===== src/hdl/tgc_pkg.sv =====
// tgc_pkg: register map, field positions, reset values and counts of the gated counter
package tgc_pkg;

    // ------------------------------------------------------------
    // register byte offsets
    // ------------------------------------------------------------
    localparam logic [7:0] OFF_COUNTER_CONTROL = 8'h00;
    localparam logic [7:0] OFF_GATE_CONTROL = 8'h04;
    localparam logic [7:0] OFF_COUNT_LOW = 8'h08;
    localparam logic [7:0] OFF_COUNT_HIGH = 8'h0c;
    localparam logic [7:0] OFF_PERIPH_FLAG = 8'h10;
    localparam logic [7:0] OFF_PERIPH_ENABLE = 8'h14;
    localparam logic [7:0] OFF_INT_CONTROL = 8'h18;

    // ------------------------------------------------------------
    // counter_control fields
    // ------------------------------------------------------------
    localparam int CC_CS_LSB = 6;
    localparam int CC_PS_LSB = 4;
    localparam int CC_SYNC_BIT = 2;
    localparam int CC_ON_BIT = 0;
    localparam logic [7:0] CC_RESET = 8'h00;
    localparam logic [7:0] CC_WMASK = 8'hf5;

    // ------------------------------------------------------------
    // gate_control_reg fields
    // ------------------------------------------------------------
    localparam int GC_EN_BIT = 7;
    localparam int GC_POL_BIT = 6;
    localparam int GC_TM_BIT = 5;
    localparam int GC_SPM_BIT = 4;
    localparam int GC_GO_BIT = 3;
    localparam int GC_VAL_BIT = 2;
    localparam int GC_GSS_LSB = 0;
    localparam logic [7:0] GC_RESET = 8'h00;

    // ------------------------------------------------------------
    // flag, enable and interrupt control fields
    // ------------------------------------------------------------
    localparam int PF_OVF_BIT = 0;
    localparam int PF_GATE_BIT = 7;
    localparam int IC_GIE_BIT = 7;
    localparam int IC_PERIPHERAL_IRQ_ENABLE_BIT = 6;

    // ------------------------------------------------------------
    // encodings and counts
    // ------------------------------------------------------------
    localparam logic [1:0] CS_LFOSC = 2'h3;
    localparam logic [1:0] CS_EXT = 2'h2;
    localparam logic [1:0] CS_SYS = 2'h1;
    localparam logic [1:0] CS_INSTR = 2'h0;
    localparam logic [1:0] GSS_PIN = 2'h0;
    localparam logic [1:0] GSS_T0OVF = 2'h1;
    localparam logic [1:0] GSS_CMP = 2'h2;
    localparam logic [1:0] INSTR_DIV_LAST = 2'h3;
    localparam logic [7:0] T0_TOP = 8'hff;
    localparam logic [15:0] COUNT_TOP = 16'hffff;

endpackage


===== src/hdl/tgc_timer1_gate.sv =====
// tgc_timer1_gate: gated 16-bit counter with clock select, prescaler and wishbone registers
//
// Decided for this implementation: the Wishbone register port and the register offsets.
`timescale 1ns/100ps

module tgc_timer1_gate (
    // clock and reset
    input wire logic mclk,
    input wire logic resetn,
    // wishbone slave
    input wire logic wb_cyc_i,
    input wire logic wb_stb_i,
    input wire logic wb_we_i,
    input wire logic [7:0] wb_adr_i,
    input wire logic [3:0] wb_sel_i,
    input wire logic [31:0] wb_dat_i,
    output logic [31:0] wb_dat_o,
    output logic wb_ack_o,
    // counting and gate sources
    input wire logic gate_input_pin,
    input wire logic [7:0] eight_bit_timer_count,
    input wire logic comparator_synced_output,
    input wire logic external_clock_pin,
    input wire logic low_freq_internal_osc,
    // power state
    input wire logic sleep_mode,
    // requests to the core
    output logic irq_req,
    output logic wake_req,
    output logic isr_vector_req
);

    // ------------------------------------------------------------
    // registers and state
    // ------------------------------------------------------------
    logic [7:0] cc_q;
    logic gen_q, gpol_q, gtm_q, gspm_q, ggo_q;
    logic [1:0] gss_q;
    logic [15:0] count_q;
    logic ovf_flag_q, gate_flag_q, ovf_ie_q, gate_ie_q, gie_q, peripheral_irq_enable_q;
    logic ack_q;
    logic [31:0] rdata_q;
    logic [7:0] t0_prev_q;
    logic t0_wrap_q;
    logic ext_s1_q, ext_s2_q, ext_prev_q, lf_prev_q;
    logic [1:0] idiv_q;
    logic [2:0] psc_q;
    logic tff_q, gsrc_prev_q, capture_q, gate_level_q, gate_level_prev_q;
    logic irq_q, wake_q, vec_q;

    // ------------------------------------------------------------
    // bus decode
    // ------------------------------------------------------------
    logic req, wr, wr_cc, wr_gc, wr_lo, wr_hi, wr_pf, wr_pe, wr_ic;
    assign req = wb_cyc_i && wb_stb_i && !ack_q;
    assign wr = req && wb_we_i && wb_sel_i[0];
    assign wr_cc = wr && (wb_adr_i == tgc_pkg::OFF_COUNTER_CONTROL);
    assign wr_gc = wr && (wb_adr_i == tgc_pkg::OFF_GATE_CONTROL);
    assign wr_lo = wr && (wb_adr_i == tgc_pkg::OFF_COUNT_LOW);
    assign wr_hi = wr && (wb_adr_i == tgc_pkg::OFF_COUNT_HIGH);
    assign wr_pf = wr && (wb_adr_i == tgc_pkg::OFF_PERIPH_FLAG);
    assign wr_pe = wr && (wb_adr_i == tgc_pkg::OFF_PERIPH_ENABLE);
    assign wr_ic = wr && (wb_adr_i == tgc_pkg::OFF_INT_CONTROL);

    logic on, sync_bypass;
    logic [1:0] cs, ps;
    assign cs = cc_q[tgc_pkg::CC_CS_LSB +: 2];
    assign ps = cc_q[tgc_pkg::CC_PS_LSB +: 2];
    assign sync_bypass = cc_q[tgc_pkg::CC_SYNC_BIT];
    assign on = cc_q[tgc_pkg::CC_ON_BIT];

    // ------------------------------------------------------------
    // clock source and prescaler
    // ------------------------------------------------------------
    logic ext_edge, lf_edge, src_tick, psc_last, psc_tick, awake_ok, inc;
    // synchronised edge looks at the second stage only
    assign ext_edge = sync_bypass ? (external_clock_pin && !ext_prev_q)
                                  : (ext_s2_q && !ext_prev_q);
    assign lf_edge = low_freq_internal_osc && !lf_prev_q;

    always_comb begin
        unique case (cs)
            tgc_pkg::CS_LFOSC: src_tick = lf_edge;
            tgc_pkg::CS_EXT: src_tick = ext_edge;
            tgc_pkg::CS_SYS: src_tick = 1'b1;
            tgc_pkg::CS_INSTR: src_tick = (idiv_q == tgc_pkg::INSTR_DIV_LAST);
        endcase
    end

    always_comb begin
        unique case (ps)
            2'h3: psc_last = (psc_q == 3'h7);
            2'h2: psc_last = (psc_q[1:0] == 2'h3);
            2'h1: psc_last = psc_q[0];
            2'h0: psc_last = 1'b1;
        endcase
    end

    assign psc_tick = src_tick && psc_last;
    // in sleep only the unsynchronised external counter keeps running
    assign awake_ok = !sleep_mode || (sync_bypass && cs == tgc_pkg::CS_EXT);
    assign inc = on && psc_tick && awake_ok && (!gen_q || gate_level_q);

    always_ff @(posedge mclk or negedge resetn) begin
        if (!resetn) begin
            ext_s1_q <= 1'b0;
            ext_s2_q <= 1'b0;
            ext_prev_q <= 1'b0;
            lf_prev_q <= 1'b0;
        end else begin
            ext_s1_q <= external_clock_pin;
            ext_s2_q <= ext_s1_q;
            ext_prev_q <= sync_bypass ? external_clock_pin : ext_s2_q;
            lf_prev_q <= low_freq_internal_osc;
        end
    end

    always_ff @(posedge mclk or negedge resetn) begin
        if (!resetn) begin
            idiv_q <= 2'h0;
        end else begin
            idiv_q <= idiv_q + 2'h1;
        end
    end

    always_ff @(posedge mclk or negedge resetn) begin
        if (!resetn) begin
            psc_q <= 3'h0;
        end else if (wr_lo || wr_hi || !on) begin
            psc_q <= 3'h0;
        end else if (src_tick && awake_ok) begin
            psc_q <= psc_last ? 3'h0 : psc_q + 3'h1;
        end
    end

    // ------------------------------------------------------------
    // gate path
    // ------------------------------------------------------------
    logic gate_src, gate_pol, gate_toggled, gate_rise, gate_fall, gate_level_d;

    always_comb begin
        unique case (gss_q)
            tgc_pkg::GSS_PIN: gate_src = gate_input_pin;
            tgc_pkg::GSS_T0OVF: gate_src = t0_wrap_q;
            tgc_pkg::GSS_CMP: gate_src = comparator_synced_output;
            default: gate_src = 1'b0;
        endcase
    end

    // active level is high after polarity
    assign gate_pol = gpol_q ? gate_src : !gate_src;
    assign gate_rise = gate_pol && !gsrc_prev_q;
    assign gate_toggled = gtm_q ? tff_q : gate_pol;
    assign gate_fall = !gate_toggled && gate_level_prev_q;
    assign gate_level_d = gspm_q ? (gate_toggled && capture_q) : gate_toggled;

    always_ff @(posedge mclk or negedge resetn) begin
        if (!resetn) begin
            t0_prev_q <= 8'h00;
            t0_wrap_q <= 1'b0;
        end else begin
            t0_prev_q <= eight_bit_timer_count;
            t0_wrap_q <= (t0_prev_q == tgc_pkg::T0_TOP) && (eight_bit_timer_count == 8'h00);
        end
    end

    always_ff @(posedge mclk or negedge resetn) begin
        if (!resetn) begin
            gsrc_prev_q <= 1'b0;
            tff_q <= 1'b0;
        end else begin
            gsrc_prev_q <= gate_pol;
            if (!gtm_q || !on) begin
                tff_q <= 1'b0;
            end else if (gate_rise) begin
                tff_q <= !tff_q;
            end
        end
    end

    // capture window opens on a rising gate edge while armed
    always_ff @(posedge mclk or negedge resetn) begin
        if (!resetn) begin
            capture_q <= 1'b0;
            gate_level_prev_q <= 1'b0;
        end else begin
            gate_level_prev_q <= gate_toggled;
            if (!gspm_q || !ggo_q) begin
                capture_q <= 1'b0;
            end else if (gate_toggled && !gate_level_prev_q) begin
                capture_q <= 1'b1;
            end
        end
    end

    always_ff @(posedge mclk or negedge resetn) begin
        if (!resetn) begin
            gate_level_q <= 1'b0;
        end else begin
            gate_level_q <= gate_level_d;
        end
    end

    // ------------------------------------------------------------
    // control registers
    // ------------------------------------------------------------
    always_ff @(posedge mclk or negedge resetn) begin
        if (!resetn) begin
            cc_q <= tgc_pkg::CC_RESET;
        end else if (wr_cc) begin
            cc_q <= wb_dat_i[7:0] & tgc_pkg::CC_WMASK;
        end
    end

    always_ff @(posedge mclk or negedge resetn) begin
        if (!resetn) begin
            gen_q <= tgc_pkg::GC_RESET[tgc_pkg::GC_EN_BIT];
            gpol_q <= tgc_pkg::GC_RESET[tgc_pkg::GC_POL_BIT];
            gtm_q <= tgc_pkg::GC_RESET[tgc_pkg::GC_TM_BIT];
            gspm_q <= tgc_pkg::GC_RESET[tgc_pkg::GC_SPM_BIT];
            gss_q <= tgc_pkg::GC_RESET[tgc_pkg::GC_GSS_LSB +: 2];
        end else if (wr_gc) begin
            gen_q <= wb_dat_i[tgc_pkg::GC_EN_BIT];
            gpol_q <= wb_dat_i[tgc_pkg::GC_POL_BIT];
            gtm_q <= wb_dat_i[tgc_pkg::GC_TM_BIT];
            gspm_q <= wb_dat_i[tgc_pkg::GC_SPM_BIT];
            gss_q <= wb_dat_i[tgc_pkg::GC_GSS_LSB +: 2];
        end
    end

    // hardware clear on trailing edge beats a software set in the same cycle
    always_ff @(posedge mclk or negedge resetn) begin
        if (!resetn) begin
            ggo_q <= tgc_pkg::GC_RESET[tgc_pkg::GC_GO_BIT];
        end else if (gspm_q && capture_q && gate_fall) begin
            ggo_q <= 1'b0;
        end else if (wr_gc) begin
            ggo_q <= wb_dat_i[tgc_pkg::GC_GO_BIT];
        end
    end

    always_ff @(posedge mclk or negedge resetn) begin
        if (!resetn) begin
            ovf_ie_q <= 1'b0;
            gate_ie_q <= 1'b0;
            gie_q <= 1'b0;
            peripheral_irq_enable_q <= 1'b0;
        end else begin
            if (wr_pe) begin
                ovf_ie_q <= wb_dat_i[tgc_pkg::PF_OVF_BIT];
                gate_ie_q <= wb_dat_i[tgc_pkg::PF_GATE_BIT];
            end
            if (wr_ic) begin
                gie_q <= wb_dat_i[tgc_pkg::IC_GIE_BIT];
                peripheral_irq_enable_q <= wb_dat_i[tgc_pkg::IC_PERIPHERAL_IRQ_ENABLE_BIT];
            end
        end
    end

    // ------------------------------------------------------------
    // counter and flags
    // ------------------------------------------------------------
    always_ff @(posedge mclk or negedge resetn) begin
        if (!resetn) begin
            count_q <= 16'h0000;
        end else if (wr_lo) begin
            count_q <= {count_q[15:8], wb_dat_i[7:0]};
        end else if (wr_hi) begin
            count_q <= {wb_dat_i[7:0], count_q[7:0]};
        end else if (inc) begin
            count_q <= count_q + 16'h0001;
        end
    end

    // set wins over a software clear in the same cycle
    always_ff @(posedge mclk or negedge resetn) begin
        if (!resetn) begin
            ovf_flag_q <= 1'b0;
            gate_flag_q <= 1'b0;
        end else begin
            if (inc && !wr_lo && !wr_hi && count_q == tgc_pkg::COUNT_TOP) begin
                ovf_flag_q <= 1'b1;
            end else if (wr_pf) begin
                ovf_flag_q <= wb_dat_i[tgc_pkg::PF_OVF_BIT];
            end
            if (!gate_level_d && gate_level_q) begin
                gate_flag_q <= 1'b1;
            end else if (wr_pf) begin
                gate_flag_q <= wb_dat_i[tgc_pkg::PF_GATE_BIT];
            end
        end
    end

    // ------------------------------------------------------------
    // interrupt and wake requests
    // ------------------------------------------------------------
    logic ovf_take, gate_take;
    assign ovf_take = ovf_flag_q && ovf_ie_q && on && peripheral_irq_enable_q;
    assign gate_take = gate_flag_q && gate_ie_q && peripheral_irq_enable_q;

    always_ff @(posedge mclk or negedge resetn) begin
        if (!resetn) begin
            irq_q <= 1'b0;
            wake_q <= 1'b0;
            vec_q <= 1'b0;
        end else begin
            irq_q <= gie_q && (ovf_take || gate_take);
            wake_q <= sleep_mode && ovf_take;
            vec_q <= sleep_mode && ovf_take && gie_q;
        end
    end

    // ------------------------------------------------------------
    // bus answer
    // ------------------------------------------------------------
    always_ff @(posedge mclk or negedge resetn) begin
        if (!resetn) begin
            ack_q <= 1'b0;
            rdata_q <= 32'h00000000;
        end else begin
            ack_q <= req;
            if (req) begin
                unique case (wb_adr_i)
                    tgc_pkg::OFF_COUNTER_CONTROL: rdata_q <= {24'h000000, cc_q};
                    tgc_pkg::OFF_GATE_CONTROL: rdata_q <= {24'h000000, gen_q, gpol_q, gtm_q,
                        gspm_q, ggo_q, gate_level_q, gss_q};
                    tgc_pkg::OFF_COUNT_LOW: rdata_q <= {24'h000000, count_q[7:0]};
                    tgc_pkg::OFF_COUNT_HIGH: rdata_q <= {24'h000000, count_q[15:8]};
                    tgc_pkg::OFF_PERIPH_FLAG: rdata_q <= {24'h000000, gate_flag_q, 6'h00,
                        ovf_flag_q};
                    tgc_pkg::OFF_PERIPH_ENABLE: rdata_q <= {24'h000000, gate_ie_q, 6'h00,
                        ovf_ie_q};
                    tgc_pkg::OFF_INT_CONTROL: rdata_q <= {24'h000000, gie_q, peripheral_irq_enable_q, 6'h00};
                    default: rdata_q <= 32'h00000000;
                endcase
            end
        end
    end

    assign wb_ack_o = ack_q;
    assign wb_dat_o = rdata_q;
    assign irq_req = irq_q;
    assign wake_req = wake_q;
    assign isr_vector_req = vec_q;
endmodule


===== config.mk =====
export PLATFORM = sky130hd
export DESIGN_NAME = tgc_timer1_gate
export DESIGN_NICKNAME = d
export VERILOG_FILES = /design/src/hdl/tgc_pkg.sv /design/src/hdl/tgc_timer1_gate.sv
export SDC_FILE = /design/constraint.sdc
export NUM_CORES = 1
export LEC_CHECK = 0
export ABC_CLOCK_PERIOD_IN_PS = 4800
export BUFFER_PORTS_ARGS = -buffer_cell sky130_fd_sc_hd__clkbuf_2
export CAP_MARGIN = 20
export CORE_MARGIN = 8
export CORE_UTILIZATION = 45
export DETAILED_ROUTE_END_ITERATION = 16
export GPL_TIMING_DRIVEN = 0
export MAX_ROUTING_LAYER = met4
export PLACE_DENSITY = 0.77
export SLEW_MARGIN = 20
export SYNTH_ARGS = -nofsm -noshare
export SYNTH_HDL_FRONTEND = slang
export SYNTH_SLANG_ARGS = --single-unit

===== constraint.sdc =====
create_clock -name mclk -period 4.8 [get_ports mclk]
set_input_delay 0 -clock mclk [delete_from_list [all_inputs] [get_ports mclk]]
set_output_delay 0 -clock mclk [all_outputs]
set_load 0.1 [all_outputs]

After elaboration in Yosys (flattened, before gate mapping):

Index checks and enable logic that the tools add are counted.

* add/subtract/negate cells: 3
* equal/unequal tests: 20
* mux-type cells: 25
* bitwise logic cells: 1
* reductions and logical operators: 78

Operators with widths (number)
* 8-bit one-hot mux with 7 select lines: 1
* 1-bit logical AND: 39
* 16-bit two-way mux: 2
* 8-bit by 5-bit equality test with 1-bit output (second input constant): 3
* 1-bit logical NOT: 17
* 16-bit by 1-bit adder with 16-bit output (second input constant): 1
* 16-bit equality test (second input constant): 1
* 8-bit by 4-bit equality test with 1-bit output (second input constant): 2
* 8-bit logical NOT: 2
* 2-bit nonzero test: 8
* 1-bit two-way mux: 15
* 2-bit equality test (second input constant): 7
* 3-bit two-way mux: 3
* 8-bit by 3-bit equality test with 1-bit output (second input constant): 1
* 8-bit equality test (second input constant): 1
* 8-bit two-way mux: 1
* 1-bit one-hot mux with 4 select lines: 2
* 1-bit logical OR: 7
* 2-bit by 1-bit equality test with 1-bit output (second input constant): 3
* 2-bit logical NOT: 3
* 2-bit AND reduction: 2
* 3-bit by 1-bit adder with 3-bit output (second input constant): 1
* 3-bit equality test (second input constant): 1
* 1-bit one-hot mux with 3 select lines: 1
* 3 further kinds: 3

* flip-flop bits (word level): 94
* input port bits: 62
* word-level logic and storage cells: 160

Longest topological paths before layout:

* word-level depth: 12
* mapped depth: 9
* gate-level depth less buffers: 8

Worst setup path after synthesis:

Ideal clock, no wire load.

* kind: register to register
* start point: register ack_q (netlist: wb_ack_o)
* end point: register count_q[6]
* arrival time: 2.419 ns
* path slack: 2.256 ns
* cell stages (with the launch flop): 7
* path buffers: 0
* cells stage by stage: dfrtp_1 > or4bb_1 > or4_4 > nand3_2 > nor4_1 > xor2_1 > mux2_2

* cells in the longest elaborated chain, start to end: 7
* elaborated cells between the ends (all ways): 10

Ends and longest elaborated chain
* start: declaration: RTL line tgc_timer1_gate.sv:41 `logic ack_q;`
* start signal: assignment: RTL line tgc_timer1_gate.sv:321 `ack_q <= req;`
* 1-bit logical NOT (*): RTL line tgc_timer1_gate.sv:55 `assign req = wb_cyc_i && wb_stb_i && !ack_q;`
* 1-bit logical AND (*): RTL line tgc_timer1_gate.sv:55
* 1-bit logical AND (*) (2 in series): RTL line tgc_timer1_gate.sv:56 `assign wr = req && wb_we_i && wb_sel_i[0];`
* 1-bit logical AND (on tied branches): RTL line tgc_timer1_gate.sv:59, tgc_timer1_gate.sv:60
* 2-bit inequality test (no source line) or 2-bit nonzero test (tied branches)
* 2-bit AND reduction (no source line)
* end signal: assignment: RTL line tgc_timer1_gate.sv:267 `count_q <= {count_q[15:8], wb_dat_i[7:0]};`
* end signal: assignment: RTL line tgc_timer1_gate.sv:269 `count_q <= {wb_dat_i[7:0], count_q[7:0]};`
* end signal: assignment: RTL line tgc_timer1_gate.sv:271 `count_q <= count_q + 16'h0001;`
* end: declaration: RTL line tgc_timer1_gate.sv:39 `logic [15:0] count_q;`

Mark *: on every way between the ends. The rest lies on a longest branch, timed or not.
A chain may end at the register's enable or synchronous reset.

Worst setup path after layout:

* start point: register psc_q[0]
* end point: register count_q[14]

* cells in the longest elaborated chain, start to end: 8
* elaborated cells between the ends (all ways): 9

Ends and longest elaborated chain
* start: declaration: RTL line tgc_timer1_gate.sv:47 `logic [2:0] psc_q;`
* start signal: assignment: RTL line tgc_timer1_gate.sv:132 `psc_q <= psc_last ? 3'h0 : psc_q + 3'h1;`
* 3-bit equality test or 2-bit equality test (tied branches): RTL line tgc_timer1_gate.sv:92, tgc_timer1_gate.sv:93
* 1-bit one-hot mux with 4 select lines (*): RTL line tgc_timer1_gate.sv:91 `unique case (ps)`
* 1-bit logical AND (*): RTL line tgc_timer1_gate.sv:99 `assign psc_tick = src_tick && psc_last;`
* 1-bit logical AND (*) (3 in series): RTL line tgc_timer1_gate.sv:102 `assign inc = on && psc_tick && awake_ok && (!gen_q || gate_level_q);`
* 2-bit nonzero test (no source line) (*)
* 2-bit AND reduction (no source line) (*)

Marked as above.

==> metrics <==
CP max FO 9; die height 106.1 um; DR vias 2972; initial antenna violation count 0; number of global-route vias before repair 3122; Pwr Total between 1 and 1.5 mW; Syn Area/Cell approximately 10 um^2; CTS H-tree lvls 3; Worst Setup Start Kind flip-flop; via/cell ratio 5.270; Non-Filler Instances 564; most common cell after layout, fill and taps aside dfrtp_1; Post-Synthesis Cells about 360; total die area 0.01126 mm^2; # IOs 98; CP arrival 2.73 ns; port bufs 44; CP max stage delay 0.55 ns; sequential area share after synthesis 0.4793; clk sinks 70; Core Util, Final 0.5615; DR iter-0 viols 190; IR drop worst, VDD 0.1922 mV; fin crit share 0.5080; Clock Root Buffer clkbuf_8; Synth Cell Area 0.003655 mm^2; max-cap viol count 0; CTS tree yes; Clk Latency, worst-skew pair about 0.35 ns; Worst slew margin 0.5670; n_diodes 0; Pleak 2.127 nW; Synth cell types 52; run status completed; Final Hold Vio Count 0; share of cells above drive strength 1 0.2636; setup violators final 0; Final Cell Area between 0.004 and 0.005 mm^2; final setup TNS 0 ns; placed cells between 500 and 600; dpl cell area 0.004123 mm^2; # rows 33; Wirelength per Cell 16.76 um; Die W 106.1 um; post-layout minimum cycle time ~2.4 ns; crit end category flip-flop; Layout area overhead 23.69%; Starting Density 0.4539; final net count between 500 and 600; RSZ-0062 raised after global routing false; CTS clock-pin slew for the worst setup and hold paths around 0.08 ns; Residual DRC 0; core box area 0.008051 mm^2; number of synthesized register bits 70; crit path cell chain ha_1 > ha_1 > mux2i_1 > a21oi_1 > nand2_2 > or4_1 > a21oi_1 > o221a_2; residual overflow from global routing 0; CTS Buf Count 9; WP data required 5.09 ns; postcts setup bufs 0; pwr/cell area between 200 and 300 mW/mm^2; antenna-violating nets left 0; CTS max path bufs 2; Ys Warns 0; first-pass GRT wire length ~16000 um; fmax 410.1 MHz; slowest CP cell or4_1; most frequent cells in the layout dfrtp_1, clkbuf_2, nand2_1; fin. max-slew vios 0; pin count of the biggest net entering global routing 53; DP HPWL 7150 um; RePlAce Congestion 0.9491; Post-Route WL between 9000 and 10000 um; Initial DRT Pass Iterations 4; worst slew pin tran 0.6496 ns; HP Class primary input to flip-flop; GRT Overall Usage 0.1818; Setup Skew 0.01343 ns; WS Path Type flip-flop to flip-flop
-- report_power, final --
| group | switching, mW | internal [mW] | total (mW) | leakage, nW |
|---|---|---|---|---|
| combinational | 0.137 | 0.0491 | 0.186 | 1.10 |
| clock | 0.232 | 0.285 | 0.516 | 0.113 |
| sequential | 0.00569 | 0.599 | 0.604 | 0.917 |
-- critical path: cells and delay by family (launching register included) --
family,cells,cell delay [ns]
simple gates,2,0.78
mux,1,0.07
compound gates,3,0.81
flops,1,0.39
fa+ha+maj,2,0.33
-- area by class of cell --
cell class	count	area, um^2
clock buffers	12	165.2
repair buffers	63	430.4
plain buffers	35	229.0
fillers	731	3531
well taps	105	131.4
flip-flops and latches	70	1752
multi-input cells	260	1704
clock inverters	4	52.55
inverters	15	56.30
-- kinds of logic after synthesis --
logic type                 after synthesis  share of synthesized area
adders and majority gates                4                    0.01369
muxes                                   36                     0.1215
xor gates and xnor gates                11                    0.02636
AOI/OAI and AO/OA                       52                    0.08970
DFF                                     70                     0.4793
buffers and inverters                   50                    0.07805
and+or+nand+nor                        133                     0.1903
other                                    1                   0.001026
-- path summary, 6_finish.rpt --
check                                     start                       to  slack (ns)  cells after the start
min in group asynchronous                resetn       wb_ack_o$_DFF_PN0_        0.09                      2
min reg2reg                  ext_s1_q$_DFF_PN0_       ext_s2_q$_DFF_PN0_        0.35                      0
max                        psc_q[0]$_DFFE_PN0P_  count_q[14]$_DFFE_PN0P_        2.36                      8
max in group asynchronous                resetn   count_q[6]$_DFFE_PN0P_        4.15                      3
min                                 wb_dat_i[7]   count_q[7]$_DFFE_PN0P_        0.01                      3
max reg2reg                psc_q[0]$_DFFE_PN0P_  count_q[14]$_DFFE_PN0P_        2.36                      8
-- per-stage QoR --
step	setup slack (ns)	hold slack, ns
after floorplan	2.256	-0.2956
after global placement	2.442	0.1262
after detailed placement	2.389	-0.07263
after CTS	2.369	0.002776
after global routing	2.151	0.01940
final	2.362	0.01224
-- per-layer routing --
layer	up-vias	GRT usage	part of all wire
met5	-	-	0
met4	0	0.08945	0.022
met3	15	0.03448	0.059
met2	85	0.2846	0.50
met1	1451	0.2214	0.42
li1	1421	-	-
-- registers in the layout (all words and copies together), names as in the netlist, 2 cells and up --
signal / flops
count_q: 16
gss_q: 2
wb_dat_o: 8
t0_prev_q: 8
cc_q: 6
psc_q: 3
idiv_q: 2
-- Yosys cell counts, drive strengths merged --
cell type	number	area share
mux4	5	0.031
a32oi	3	0.0072
nand2b	5	0.0086
a41oi	1	0.0024
mux2i	14	0.038
nand3b	2	0.0041
nand4	9	0.015
o211a	1	0.0027
nor3	12	0.018
o21a	1	0.0021
dfrtp	70	0.48
o221a	1	0.0031
xnor2	8	0.019
and2	1	0.0017
nor4	11	0.023
ha	4	0.014
o2bb2ai	1	0.0024
or4	3	0.0082
a2bb2oi	2	0.0048
nand2	34	0.036
o21ai	17	0.023
nand4b	1	0.0024
nand3	15	0.022
o31ai	2	0.0041
mux2	17	0.052
or3	3	0.0051
or4bb	1	0.0031
a21boi	1	0.0021
nor2	28	0.029
inv	14	0.014
clkinv	1	0.0010
buf	34	0.062
or2	1	0.0017
nor3b	3	0.0062
a211oi	1	0.0021
a21oi	16	0.022
o21bai	1	0.0021
and3	4	0.0068
xor2	3	0.0072
a31oi	1	0.0017
conb	1	0.0010
clkbuf	1	0.0010
a221o	2	0.0055
a311oi	1	0.0024
-- repair_timing --
item,4_1_cts,5_1_grt
endpoints found under the setup margin,0,0
resized for setup,0,0
hold buffers,18,0
hold endpoints to repair,99,0
No activity file was read; power rests on OpenSTA's default activity.
